--- src/logic/salu_pkg.sv ---
package salu_pkg;

    localparam int OPC_W  = 7;
    localparam int DATA_W = 64;

    // fixed two-bit prefix of the two-source scalar format
    localparam logic [1:0] FORMAT_PREFIX = 2'h2;
    localparam int PREFIX_HI = 31;
    localparam int OPC_LO    = 23;
    localparam int DST_LO    = 16;
    localparam int SRC1_LO   = 8;
    localparam int SRC0_LO   = 0;

    // field positions inside the second source for 64-bit extracts
    localparam int WIDE_OFS_HI = 5;
    localparam int WIDE_WID_LO = 16;
    localparam int WIDE_WID_HI = 22;

    localparam logic [OPC_W-1:0] OP_ADD_U    = 7'h00;
    localparam logic [OPC_W-1:0] OP_SUB_U    = 7'h01;
    localparam logic [OPC_W-1:0] OP_ADD_I    = 7'h02;
    localparam logic [OPC_W-1:0] OP_SUB_I    = 7'h03;
    localparam logic [OPC_W-1:0] OP_ADDC     = 7'h04;
    localparam logic [OPC_W-1:0] OP_SUBB     = 7'h05;
    localparam logic [OPC_W-1:0] OP_MIN_I    = 7'h06;
    localparam logic [OPC_W-1:0] OP_MIN_U    = 7'h07;
    localparam logic [OPC_W-1:0] OP_MAX_I    = 7'h08;
    localparam logic [OPC_W-1:0] OP_MAX_U    = 7'h09;
    localparam logic [OPC_W-1:0] OP_CSEL32   = 7'h0A;
    localparam logic [OPC_W-1:0] OP_CSEL64   = 7'h0B;
    localparam logic [OPC_W-1:0] OP_AND32    = 7'h0C;
    localparam logic [OPC_W-1:0] OP_AND64    = 7'h0D;
    localparam logic [OPC_W-1:0] OP_OR32     = 7'h0E;
    localparam logic [OPC_W-1:0] OP_OR64     = 7'h0F;
    localparam logic [OPC_W-1:0] OP_XOR32    = 7'h10;
    localparam logic [OPC_W-1:0] OP_XOR64    = 7'h11;
    localparam logic [OPC_W-1:0] OP_ANDN32   = 7'h12;
    localparam logic [OPC_W-1:0] OP_ANDN64   = 7'h13;
    localparam logic [OPC_W-1:0] OP_ORN32    = 7'h14;
    localparam logic [OPC_W-1:0] OP_ORN64    = 7'h15;
    localparam logic [OPC_W-1:0] OP_NAND32   = 7'h16;
    localparam logic [OPC_W-1:0] OP_NAND64   = 7'h17;
    localparam logic [OPC_W-1:0] OP_NOR32    = 7'h18;
    localparam logic [OPC_W-1:0] OP_NOR64    = 7'h19;
    localparam logic [OPC_W-1:0] OP_XNOR32   = 7'h1A;
    localparam logic [OPC_W-1:0] OP_XNOR64   = 7'h1B;
    localparam logic [OPC_W-1:0] OP_SHL32    = 7'h1C;
    localparam logic [OPC_W-1:0] OP_SHL64    = 7'h1D;
    localparam logic [OPC_W-1:0] OP_SHR32    = 7'h1E;
    localparam logic [OPC_W-1:0] OP_SHR64    = 7'h1F;
    localparam logic [OPC_W-1:0] OP_ASHR32   = 7'h20;
    localparam logic [OPC_W-1:0] OP_ASHR64   = 7'h21;
    localparam logic [OPC_W-1:0] OP_BFM32    = 7'h22;
    localparam logic [OPC_W-1:0] OP_BFM64    = 7'h23;
    localparam logic [OPC_W-1:0] OP_MUL_I    = 7'h24;
    localparam logic [OPC_W-1:0] OP_BFE_U32  = 7'h25;
    localparam logic [OPC_W-1:0] OP_BFE_I32  = 7'h26;
    localparam logic [OPC_W-1:0] OP_BFE_U64  = 7'h27;
    localparam logic [OPC_W-1:0] OP_BFE_I64  = 7'h28;
    localparam logic [OPC_W-1:0] OP_FORK     = 7'h29;
    localparam logic [OPC_W-1:0] OP_ABSDIFF  = 7'h2A;

    localparam logic [DATA_W-1:0] DEST_RESET = 64'h0000_0000_0000_0000;
    localparam logic              FLAG_RESET = 1'b0;

    typedef struct packed {
        logic [OPC_W-1:0]  opcode;
        logic [DATA_W-1:0] src0;
        logic [DATA_W-1:0] src1;
    } alu_req_t;

    typedef struct packed {
        logic [DATA_W-1:0] dest;
        logic              dest_we;
        logic              scalar_condition_flag;
    } alu_res_t;

    typedef struct packed {
        logic [DATA_W-1:0] compare_mask;
        logic [DATA_W-1:0] target_addr;
    } fork_req_t;

endpackage

--- src/logic/field_extract.sv ---
`timescale 1ns/1ps
// bitfield extract, 32-bit three-case form or 64-bit shift-and-mask form
module field_extract (
    // operands
    input  wire logic [63:0] data_i,
    input  wire logic [63:0] ctrl_i,
    // mode
    input  wire logic        wide_i,
    input  wire logic        signed_i,
    // result
    output logic      [63:0] field_o
);
    wire logic [4:0]  ofs5    = ctrl_i[4:0];
    wire logic [4:0]  wid5    = ctrl_i[20:16];
    wire logic [5:0]  ofs6    = ctrl_i[salu_pkg::WIDE_OFS_HI:0];
    wire logic [6:0]  wid7    =
        ctrl_i[salu_pkg::WIDE_WID_HI:salu_pkg::WIDE_WID_LO];
    wire logic [5:0]  span    = {1'b0, ofs5} + {1'b0, wid5};
    wire logic [5:0]  lshamt  = 6'h20 - span;
    wire logic [5:0]  rshamt  = 6'h20 - {1'b0, wid5};
    wire logic [31:0] up      = data_i[31:0] << lshamt;
    wire logic [31:0] nar_s   = $unsigned($signed(up) >>> rshamt);
    wire logic [31:0] nar_u   = up >> rshamt;
    wire logic [31:0] tail_s  = $unsigned($signed(data_i[31:0]) >>> ofs5);
    wire logic [31:0] tail_u  = data_i[31:0] >> ofs5;
    wire logic [31:0] narrow  =
        (wid5 == 5'h0) ? 32'h0000_0000 :
        (span < 6'h20) ? (signed_i ? nar_s : nar_u) :
                         (signed_i ? tail_s : tail_u);
    wire logic [63:0] sh64    = data_i >> ofs6;
    wire logic [63:0] mask64  = (wid7 >= 7'h40) ? {64{1'b1}} :
        ((64'h0000_0000_0000_0001 << wid7) - 64'h0000_0000_0000_0001);
    wire logic [63:0] fld64   = sh64 & mask64;
    wire logic [6:0]  sgnpos  = wid7 - 7'h1;
    wire logic        sgnbit  = fld64[sgnpos[5:0]];
    wire logic [63:0] sext64  =
        (signed_i && wid7 != 7'h0 && wid7 < 7'h40 && sgnbit) ?
        (fld64 | ~mask64) : fld64;
    assign field_o = wide_i ? sext64 :
        {{32{signed_i & narrow[31]}}, narrow};
endmodule

--- src/logic/scalar_two_operand_alu.sv ---
`timescale 1ns/1ps
//
// Contract
// - abs difference, flag if non-zero
// - unsigned add, flag is carry out
// - signed add, flag is signed overflow
// - add with flag carry-in, flag carry out
// - signed subtract, flag is borrow
// - subtract with borrow, flag borrow out
// - logic ops flag non-zero result
// - arithmetic right shift by five bits
// - 64-bit left shift by six bits
// - logical right shift by five bits
// - signed 32-bit field extract, three cases
// - unsigned 32-bit field extract, zero-extended
// - 64-bit unsigned shift then width mask
// - 64-bit signed extract, sign-extended flag test
// - mask of width src0, shifted by src1
// - select src0 if flag, keep flag
// - 64-bit flag select, keep flag
// - unsigned max, flag if first chosen
// - signed min, flag if first chosen
// - fork request with mask and target
//
module scalar_two_operand_alu #(
    parameter int DATA_W = 64
) (
    // clock and reset
    input  wire logic                    clk_i,
    input  wire logic                    arst_n_i,
    // instruction from the sequencer
    input  wire logic                    issue_valid_i,
    input  wire logic [31:0]             instr_word_i,
    input  wire logic [DATA_W-1:0]       src0_i,
    input  wire logic [DATA_W-1:0]       src1_i,
    // result to the scalar register file
    output logic                         result_valid_o,
    output logic [DATA_W-1:0]            dest_o,
    output logic [7:0]                   dest_select_o,
    output logic                         scalar_condition_flag_o,
    // branch-stack fork request
    output logic                         fork_valid_o,
    output logic [DATA_W-1:0]            fork_mask_o,
    output logic [DATA_W-1:0]            fork_target_o,
    // decode status
    output logic                         illegal_op_o
);
    logic [1:0] rst_sync;
    wire  logic rst_n = rst_sync[1];

    always_ff @(posedge clk_i or negedge arst_n_i) begin
        if (!arst_n_i) begin
            rst_sync <= 2'b00;
        end else begin
            rst_sync <= {rst_sync[0], 1'b1};
        end
    end

    logic flag;

    // format and field decode
    wire logic [1:0] prefix =
        instr_word_i[salu_pkg::PREFIX_HI -: 2];
    wire logic [6:0] opc =
        instr_word_i[salu_pkg::OPC_LO +: salu_pkg::OPC_W];
    wire logic [7:0] dsel = instr_word_i[salu_pkg::DST_LO +: 8];
    wire logic is_fmt = issue_valid_i &&
        (prefix == salu_pkg::FORMAT_PREFIX);

    wire logic [31:0] a = src0_i[31:0];
    wire logic [31:0] b = src1_i[31:0];

    // adders
    wire logic [32:0] sum_u  = {1'b0, a} + {1'b0, b};
    wire logic [32:0] sum_c  = {1'b0, a} + {1'b0, b} + {32'h0, flag};
    wire logic [32:0] dif_u  = {1'b0, a} - {1'b0, b};
    wire logic [32:0] dif_b  = {1'b0, a} - {1'b0, b} - {32'h0, flag};
    wire logic        add_ov = (a[31] == b[31]) &&
        (sum_u[31] != a[31]);
    wire logic        sub_lt = $signed(a) < $signed(b);
    wire logic [31:0] absd   = sub_lt ? (b - a) : dif_u[31:0];

    // compares
    wire logic u_gt  = a > b;
    wire logic u_lt  = a < b;
    wire logic s_gt  = $signed(a) > $signed(b);
    wire logic s_lt  = sub_lt;

    // shifts
    wire logic [31:0] shl32  = a << b[4:0];
    wire logic [63:0] shl64  = src0_i << src1_i[5:0];
    wire logic [31:0] shr32  = a >> b[4:0];
    wire logic [63:0] shr64  = src0_i >> src1_i[5:0];
    wire logic [31:0] ashr32 = $unsigned($signed(a) >>> b[4:0]);
    wire logic [63:0] ashr64 = $unsigned($signed(src0_i) >>> src1_i[5:0]);

    // bitfield masks
    wire logic [31:0] bfm32 =
        ((32'h0000_0001 << a[4:0]) - 32'h0000_0001) << b[4:0];
    wire logic [63:0] bfm64 =
        ((64'h0000_0000_0000_0001 << src0_i[5:0]) -
         64'h0000_0000_0000_0001) << src1_i[5:0];

    wire logic [63:0] mul64 = $signed(a) * $signed(b);

    // extract unit
    wire logic ext_wide = (opc == salu_pkg::OP_BFE_U64) ||
                          (opc == salu_pkg::OP_BFE_I64);
    wire logic ext_sgn  = (opc == salu_pkg::OP_BFE_I32) ||
                          (opc == salu_pkg::OP_BFE_I64);
    logic [63:0] ext_res;

    field_extract u_extract (
        .data_i   (src0_i),
        .ctrl_i   (src1_i),
        .wide_i   (ext_wide),
        .signed_i (ext_sgn),
        .field_o  (ext_res)
    );

    function automatic logic [63:0] z32(input logic [31:0] v);
        z32 = {32'h0000_0000, v};
    endfunction

    logic [63:0] res;
    logic        res_flag;
    logic        flag_we;
    logic        dest_we;
    logic        known;
    logic        is_fork;

    always_comb begin
        res      = 64'h0000_0000_0000_0000;
        res_flag = 1'b0;
        flag_we  = 1'b1;
        dest_we  = 1'b1;
        known    = 1'b1;
        is_fork  = 1'b0;
        unique case (opc)
            salu_pkg::OP_ADD_U: begin
                res = z32(sum_u[31:0]);
                res_flag = sum_u[32];
            end
            salu_pkg::OP_SUB_U: begin
                res = z32(dif_u[31:0]);
                res_flag = dif_u[32];
            end
            salu_pkg::OP_ADD_I: begin
                res = z32(sum_u[31:0]);
                res_flag = add_ov;
            end
            salu_pkg::OP_SUB_I: begin
                res = z32(dif_u[31:0]);
                res_flag = dif_u[32];
            end
            salu_pkg::OP_ADDC: begin
                res = z32(sum_c[31:0]);
                res_flag = sum_c[32];
            end
            salu_pkg::OP_SUBB: begin
                res = z32(dif_b[31:0]);
                res_flag = dif_b[32];
            end
            salu_pkg::OP_MIN_I: begin
                res = z32(s_lt ? a : b);
                res_flag = s_lt;
            end
            salu_pkg::OP_MIN_U: begin
                res = z32(u_lt ? a : b);
                res_flag = u_lt;
            end
            salu_pkg::OP_MAX_I: begin
                res = z32(s_gt ? a : b);
                res_flag = s_gt;
            end
            salu_pkg::OP_MAX_U: begin
                res = z32(u_gt ? a : b);
                res_flag = u_gt;
            end
            salu_pkg::OP_CSEL32: begin
                res = z32(flag ? a : b);
                flag_we = 1'b0;
            end
            salu_pkg::OP_CSEL64: begin
                res = flag ? src0_i : src1_i;
                flag_we = 1'b0;
            end
            salu_pkg::OP_AND32: res = z32(a & b);
            salu_pkg::OP_AND64: res = src0_i & src1_i;
            salu_pkg::OP_OR32: res = z32(a | b);
            salu_pkg::OP_OR64: res = src0_i | src1_i;
            salu_pkg::OP_XOR32: res = z32(a ^ b);
            salu_pkg::OP_XOR64: res = src0_i ^ src1_i;
            salu_pkg::OP_ANDN32: res = z32(a & ~b);
            salu_pkg::OP_ANDN64: res = src0_i & ~src1_i;
            salu_pkg::OP_ORN32: res = z32(a | ~b);
            salu_pkg::OP_ORN64: res = src0_i | ~src1_i;
            salu_pkg::OP_NAND32: res = z32(~(a & b));
            salu_pkg::OP_NAND64: res = ~(src0_i & src1_i);
            salu_pkg::OP_NOR32: res = z32(~(a | b));
            salu_pkg::OP_NOR64: res = ~(src0_i | src1_i);
            salu_pkg::OP_XNOR32: res = z32(~(a ^ b));
            salu_pkg::OP_XNOR64: res = ~(src0_i ^ src1_i);
            salu_pkg::OP_SHL32: res = z32(shl32);
            salu_pkg::OP_SHL64: res = shl64;
            salu_pkg::OP_SHR32: res = z32(shr32);
            salu_pkg::OP_SHR64: res = shr64;
            salu_pkg::OP_ASHR32: res = z32(ashr32);
            salu_pkg::OP_ASHR64: res = ashr64;
            salu_pkg::OP_BFM32: begin
                res = z32(bfm32);
                flag_we = 1'b0;
            end
            salu_pkg::OP_BFM64: begin
                res = bfm64;
                flag_we = 1'b0;
            end
            salu_pkg::OP_MUL_I: begin
                res = z32(mul64[31:0]);
                flag_we = 1'b0;
            end
            salu_pkg::OP_BFE_U32: res = z32(ext_res[31:0]);
            salu_pkg::OP_BFE_I32: res = ext_res;
            salu_pkg::OP_BFE_U64: res = ext_res;
            salu_pkg::OP_BFE_I64: res = ext_res;
            salu_pkg::OP_FORK: begin
                is_fork = 1'b1;
                dest_we = 1'b0;
                flag_we = 1'b0;
            end
            salu_pkg::OP_ABSDIFF: res = z32(absd);
            default: begin
                known = 1'b0;
                dest_we = 1'b0;
                flag_we = 1'b0;
            end
        endcase
    end

    // every op without an explicit flag source, except the selects, bitfield masks, multiply and fork that keep the flag, flags a non-zero result
    wire logic flag_is_nz = (opc >= salu_pkg::OP_AND32) &&
                            (opc != salu_pkg::OP_CSEL32) &&
                            (opc != salu_pkg::OP_CSEL64);
    wire logic next_flag_val = flag_is_nz ? (res != 64'h0) : res_flag;
    wire logic next_flag = (is_fmt && flag_we) ? next_flag_val : flag;

    always_ff @(posedge clk_i or negedge rst_n) begin
        if (!rst_n) begin
            flag <= salu_pkg::FLAG_RESET;
        end else begin
            flag <= next_flag;
        end
    end

    always_ff @(posedge clk_i or negedge rst_n) begin
        if (!rst_n) begin
            result_valid_o <= 1'b0;
            dest_o         <= salu_pkg::DEST_RESET;
            dest_select_o  <= 8'h00;
            fork_valid_o   <= 1'b0;
            fork_mask_o    <= salu_pkg::DEST_RESET;
            fork_target_o  <= salu_pkg::DEST_RESET;
            illegal_op_o   <= 1'b0;
        end else begin
            result_valid_o <= is_fmt && dest_we;
            illegal_op_o   <= is_fmt && !known;
            fork_valid_o   <= is_fmt && is_fork;
            if (is_fmt && dest_we) begin
                dest_o        <= res;
                dest_select_o <= dsel;
            end
            if (is_fmt && is_fork) begin
                fork_mask_o   <= src0_i;
                fork_target_o <= src1_i;
            end
        end
    end

    assign scalar_condition_flag_o = flag;

endmodule

--- config.mk ---
export PLATFORM = sky130hd
export DESIGN_NAME = scalar_two_operand_alu
export DESIGN_NICKNAME = d
export VERILOG_FILES = /design/src/logic/salu_pkg.sv /design/src/logic/field_extract.sv /design/src/logic/scalar_two_operand_alu.sv
export SDC_FILE = /design/constraint.sdc
export NUM_CORES = 2
export LEC_CHECK = 0
export BUFFER_PORTS_ARGS = -buffer_cell sky130_fd_sc_hd__buf_4
export CAP_MARGIN = 20
export CELL_PAD_IN_SITES_DETAIL_PLACEMENT = 0
export CELL_PAD_IN_SITES_GLOBAL_PLACEMENT = 2
export CORE_MARGIN = 2
export CORE_UTILIZATION = 35
export CTS_BUF_LIST = sky130_fd_sc_hd__clkbuf_2
export DETAILED_ROUTE_END_ITERATION = 8
export PLACE_DENSITY = 0.85
export SETUP_SLACK_MARGIN = 0.02
export SLEW_MARGIN = 10
export SYNTH_ARGS = -nofsm -noshare
export SYNTH_HDL_FRONTEND = slang
export SYNTH_SLANG_ARGS = --single-unit
--- constraint.sdc ---
create_clock -name clk_i -period 5.6 [get_ports clk_i]
set_input_delay 0.84 -clock clk_i [delete_from_list [all_inputs] [get_ports clk_i]]
set_output_delay 0.84 -clock clk_i [all_outputs]
set_load 0.02 [all_outputs]
==> results of run 1 <==
Yosys cell counts (all sizes together), types with 206 or more instances:
cell and instances:
buf 279, fa 412, nor2 1013, dfrtp 206, mux2 245, a21oi 569, o21ai 546, nor3 218
nand2 965, inv 586, mux2i 314, ha 427, clkbuf 534
metrics by stage:
stage	setup TNS, ns	hold slack, ns
floorplan	-78.49	0.331
CTS	-32.32	0.00579
detailed placement	-153.20	0.344
global placement	-147.47	0.337
cell families after synthesis:
group	share of synthesized area
compound gates	0.265
xor+xnor	0.0310
fa+ha+maj	0.199
buf+inv	0.0839
flops	0.0755
mux	0.137
other cells	0.0000549
simple gates	0.208
routing by layer:
| metal | global-route usage | overflow |
|---|---|---|
| met5 | 0.207 | 0 |
| met4 | 0.470 | 1 |
| met3 | 0.387 | 0 |
| met2 | 0.660 | 2 |
| met1 | 0.561 | 0 |
repair_timing:
action,CTS
buffers inserted,58
cloned,1
pin swaps,138
hold buffers,51
resized for setup,379
endpoints found under the hold margin,51
endpoints found under the setup margin,65
==> run summary, run 1 <==
Ys Warns -> 0
top area cells in the synthesized netlist -> fa_1 12%, ha_1 7.8%, dfrtp_1 7.6%, nor2_1 5.6%, nand2_1 5.3%
Die Y -> 446 µm
number of flops mapped to enable cells by yosys -> 0
Post-Syn Instances -> 9,150
final RePlAce weighted congestion -> 1.45
Yosys top cell by area -> fa_1
status -> aborted with a tool error
Placement Setup Slack -> -4.26 ns
Mapped Nets -> 10,152
synthesized area per cell -> 7.46 µm²
Max Root-Sink Buffers -> 3
Starting Density -> 0.351
I/O pins -> 367
Post-DP HPWL -> 398 mm
Port Buf Inserts -> 350
chip width -> 446 µm
largest net degree at the start of global routing -> 137
Fail Step -> 5_1_grt
CTS Sinks -> 206
#FFs+latches synth -> 206
tool error -> [ERROR GRT-0116] Global routing finished with congestion. Check the congestion regions in the DRC Viewer.
Synth top area share -> 0.121
first-pass GRT wire length -> 750 mm
total CTS buffers -> 54
Unique masters post-synth -> 121
Post-DP Area -> 94,100 µm²
Root Buffer -> clkbuf_2
H-Tree Depth -> 2
top_reg_cell synth -> dfrtp_1
sequential share of the synthesized area -> 0.0755
Syn Std Cell Area -> 68,300 µm²
grt total ovfl -> 3
num rows -> 162
vias in the first global route -> 99,667
placed cells -> 14,183
total track usage -> 0.530
Synth async-reset ratio -> 1.00
==> run 2: changes to the inputs <==
CELL_PAD_IN_SITES_DETAIL_PLACEMENT = not set   (was 0)
CELL_PAD_IN_SITES_GLOBAL_PLACEMENT = not set   (was 2)
CORE_UTILIZATION = 20   (was 35)
CTS_BUF_LIST = not set   (was sky130_fd_sc_hd__clkbuf_2)
PLACE_DENSITY = not set   (was 0.85)
PLACE_DENSITY_LB_ADDON = 0.15   (was not set)
SETUP_SLACK_MARGIN = not set   (was 0.02)
clock period = 7.3 ns   (was 5.6 ns; I/O delays follow)
==> run summary, run 2 <==
Post-Syn Instances -> 9,150
I/O pins -> 367
Yosys top cell by area -> fa_1
num rows -> 214
CP Class -> in2reg
commonest non-fill, non-tap cells in the layout -> 3,166 x buf_4, 954 x nand2_1, 952 x nor2_1
CP max FO -> 4
post-route setup slack -> -1.60 ns
finished layout cell area -> 102,000 µm²
most used cell, CP -> fa_1
core area -> 340,000 µm²
Final Cycle Share -> 1.22
total iterations of the first detailed-routing run -> 6
Synth async-reset ratio -> 1.00
final wirelength -> 691 mm
total CTS buffers -> 28
Slew @ Worst Pin -> 1.21 ns
remaining antenna violation count -> 0
# setup viols final -> 26
slew margin rel. -> 0.176
CTS tree -> done
failing checks -> negative setup slack
Critical Path AT -> 9.46 ns
first-pass GRT wire length -> 899 mm
top_reg_cell synth -> dfrtp_1
Syn Std Cell Area -> 68,300 µm²
max incr delay on CP -> 0.58 ns
#FFs+latches synth -> 206
top area cells in the synthesized netlist -> fa_1 12%, ha_1 7.8%, dfrtp_1 7.6%, nor2_1 5.6%, nand2_1 5.3%
Worst path slowest cell -> fa_1
Post-DP HPWL -> 580 mm
final non-filler cell total -> 16,392
Sw Share -> 0.582
startpoint types -> primary input
vias in the first global route -> 92,323
H-Tree Depth -> 1
Unique masters post-synth -> 121
antenna violations before repair -> 94
chip width -> 588 µm
Flop pwr share -> 0.024
reg2reg start -> scalar_condition_flag_o$_DFFE_PN0P_
number of flops mapped to enable cells by yosys -> 0
CTS Sinks -> 206
Sw Pwr -> 32.0 mW
Post-DP Area -> 97,500 µm²
Clk Latency, worst-skew pair -> 0.68 ns
Starting Density -> 0.201
Via density -> 5.75
Pwr per Cell Area -> 540 nW/µm²
Ys Warns -> 0
Critical Path RT -> 7.86 ns
sequential share of the synthesized area -> 0.0755
Slew Limit Fails -> 0
Clk pin slew, worst setup/hold paths -> 0.06 ns
Port Buf Inserts -> 350
Die Y -> 588 µm
status -> finished with violations
Final #Nets -> 12,791
DRT iter0 DRCs -> 12,969
total track usage -> 0.384
leakage -> 46.1 nW
largest net degree at the start of global routing -> 104
CP Launch Point -> src0_i[11]
Synth top area share -> 0.121
WL/cell -> 42.2 µm
synthesized area per cell -> 7.46 µm²
min-delay worst type -> in2async
skew final -> 0.0341 ns
die area -> 346,000 µm²
most common cell in the netlist -> nor2_1
placed cells -> 16,208
unrepaired setup endpoints after global routing -> yes
Max Freq -> 112 MHz
DRC violation count after routing -> 0
via count -> 94,262
Tmin final -> 8.90 ns
final RePlAce weighted congestion -> 1.09
Gate power share -> 0.949
VDD IR-drop max -> 3.38 mV
Max Root-Sink Buffers -> 3
area grow syn2layout -> 49.2%
commonest non-fill, non-tap cell in the layout -> buf_4
clock network fraction of total power -> 0.027
Max-cap violations -> 0
commonest cells in the synthesized netlist -> 1,012 x nor2_1, 965 x nand2_1, 579 x inv_1, 569 x a21oi_1, 534 x clkbuf_1
P_int -> 23.0 mW
layout cell share with drive strength beyond 1 -> 0.369
Root Buffer -> clkbuf_16
Mapped Nets -> 10,152
Final Hold Viols -> 0
Worst Setup End Kind -> flop
Placement Setup Slack -> -3.48 ns
grt total ovfl -> 0
biggest regs -> dest_o: 64 flops, fork_mask_o: 64 flops, fork_target_o: 64 flops
run 2: cell families after synthesis:
kind of cell             after synthesis  share of synthesized area
XOR/XNOR                             237                     0.0310
multiplexers                         712                      0.137
buffers and inverters               1417                     0.0839
AND/OR/NAND/NOR                     3073                      0.208
other                                  1                  0.0000549
adder cells (fa/ha/maj)              839                      0.199
AO/OA/AOI/OAI                       2665                      0.265
flip-flops                           206                     0.0755
run 2: what timing repair did:
action / in CTS / in global routing
resized for setup: 357 / 207
setup endpoints to repair: 27 / 30
cloned: 2 / 0
hold buffers: 0 / 0
endpoints found under the hold margin: 0 / 0
pin swaps: 125 / 122
buffers inserted: 44 / 57
run 2: stage by stage:
step | util | hold WS (ns) | power (mW) | TNS [ns]
final | 0.300 | 0.181 | 55.0 | -22.21
after global routing | 0.300 | 0.162 | 57.3 | -26.24
after CTS | 0.296 | 0.134 | 52.2 | -19.18
after detailed placement | 0.287 | 0.258 | 44.9 | -63.68
after global placement | 0.287 | 0.256 | 45.0 | -71.06
after floorplan | - | 0.331 | 17.9 | -37.97
run 2: final timing paths:
check                                                       to  slack, ns  cells after the start
max in group asynchronous          fork_mask_o[12]$_DFFE_PN0P_       5.94                      1
setup / recovery           scalar_condition_flag_o$_DFFE_PN0P_      -1.60                     33
min in group clk_i                       rst_sync[1]$_DFF_PN0_       0.35                      0
setup reg to reg           scalar_condition_flag_o$_DFFE_PN0P_       1.62                     19
hold / removal                           rst_sync[1]$_DFF_PN0_       0.18                      1
hold reg to reg                  fork_target_o[39]$_DFFE_PN0P_       0.24                      0
run 2: area by class of cell:
| class | instances | area [µm²] |
|---|---|---|
| Fill cell | 36972 | 238000 |
| Multi-Input combinational cell | 7527 | 59600 |
| Timing Repair Buffer | 3422 | 28000 |
| Tap cell | 4536 | 5680 |
| Sequential cell | 206 | 5160 |
| Inverter | 604 | 2360 |
| Clock buffer | 36 | 812 |
| Clock inverter | 16 | 153 |
| Antenna cell | 45 | 113 |
run 2: power by group through the flow:
stage | combinational, mW | sequential [mW] | clock [mW]
after floorplan | 16.4 | 1.46 | 0
after detailed placement | 43.6 | 1.34 | 0
after CTS | 49.4 | 1.32 | 1.56
after global placement | 43.6 | 1.34 | 0
final | 52.2 | 1.31 | 1.51
after global routing | 54.3 | 1.33 | 1.58
run 2: critical path, delay by kind of cell:
family          cells  cell delay [ns]
compound gates      6             1.17
xor+xnor            1             0.26
buf+inv             9             1.19
simple gates        8             1.66
fa+ha+maj           9             4.01
run 2: per-layer routing:
| layer | part of all wire | routed length (µm) | up-vias | GRT usage |
|---|---|---|---|---|
| met4 | 0.085 | 58800 | 42 | 0.267 |
| met2 | 0.43 | 294000 | 5749 | 0.582 |
| met1 | 0.41 | 281000 | 48399 | 0.491 |
| met3 | 0.082 | 56900 | 1360 | 0.0728 |
| li1 | - | - | 38712 | - |
| met5 | 0.00039 | 271 | - | 0 |
(Power assumes the default switching activity.)
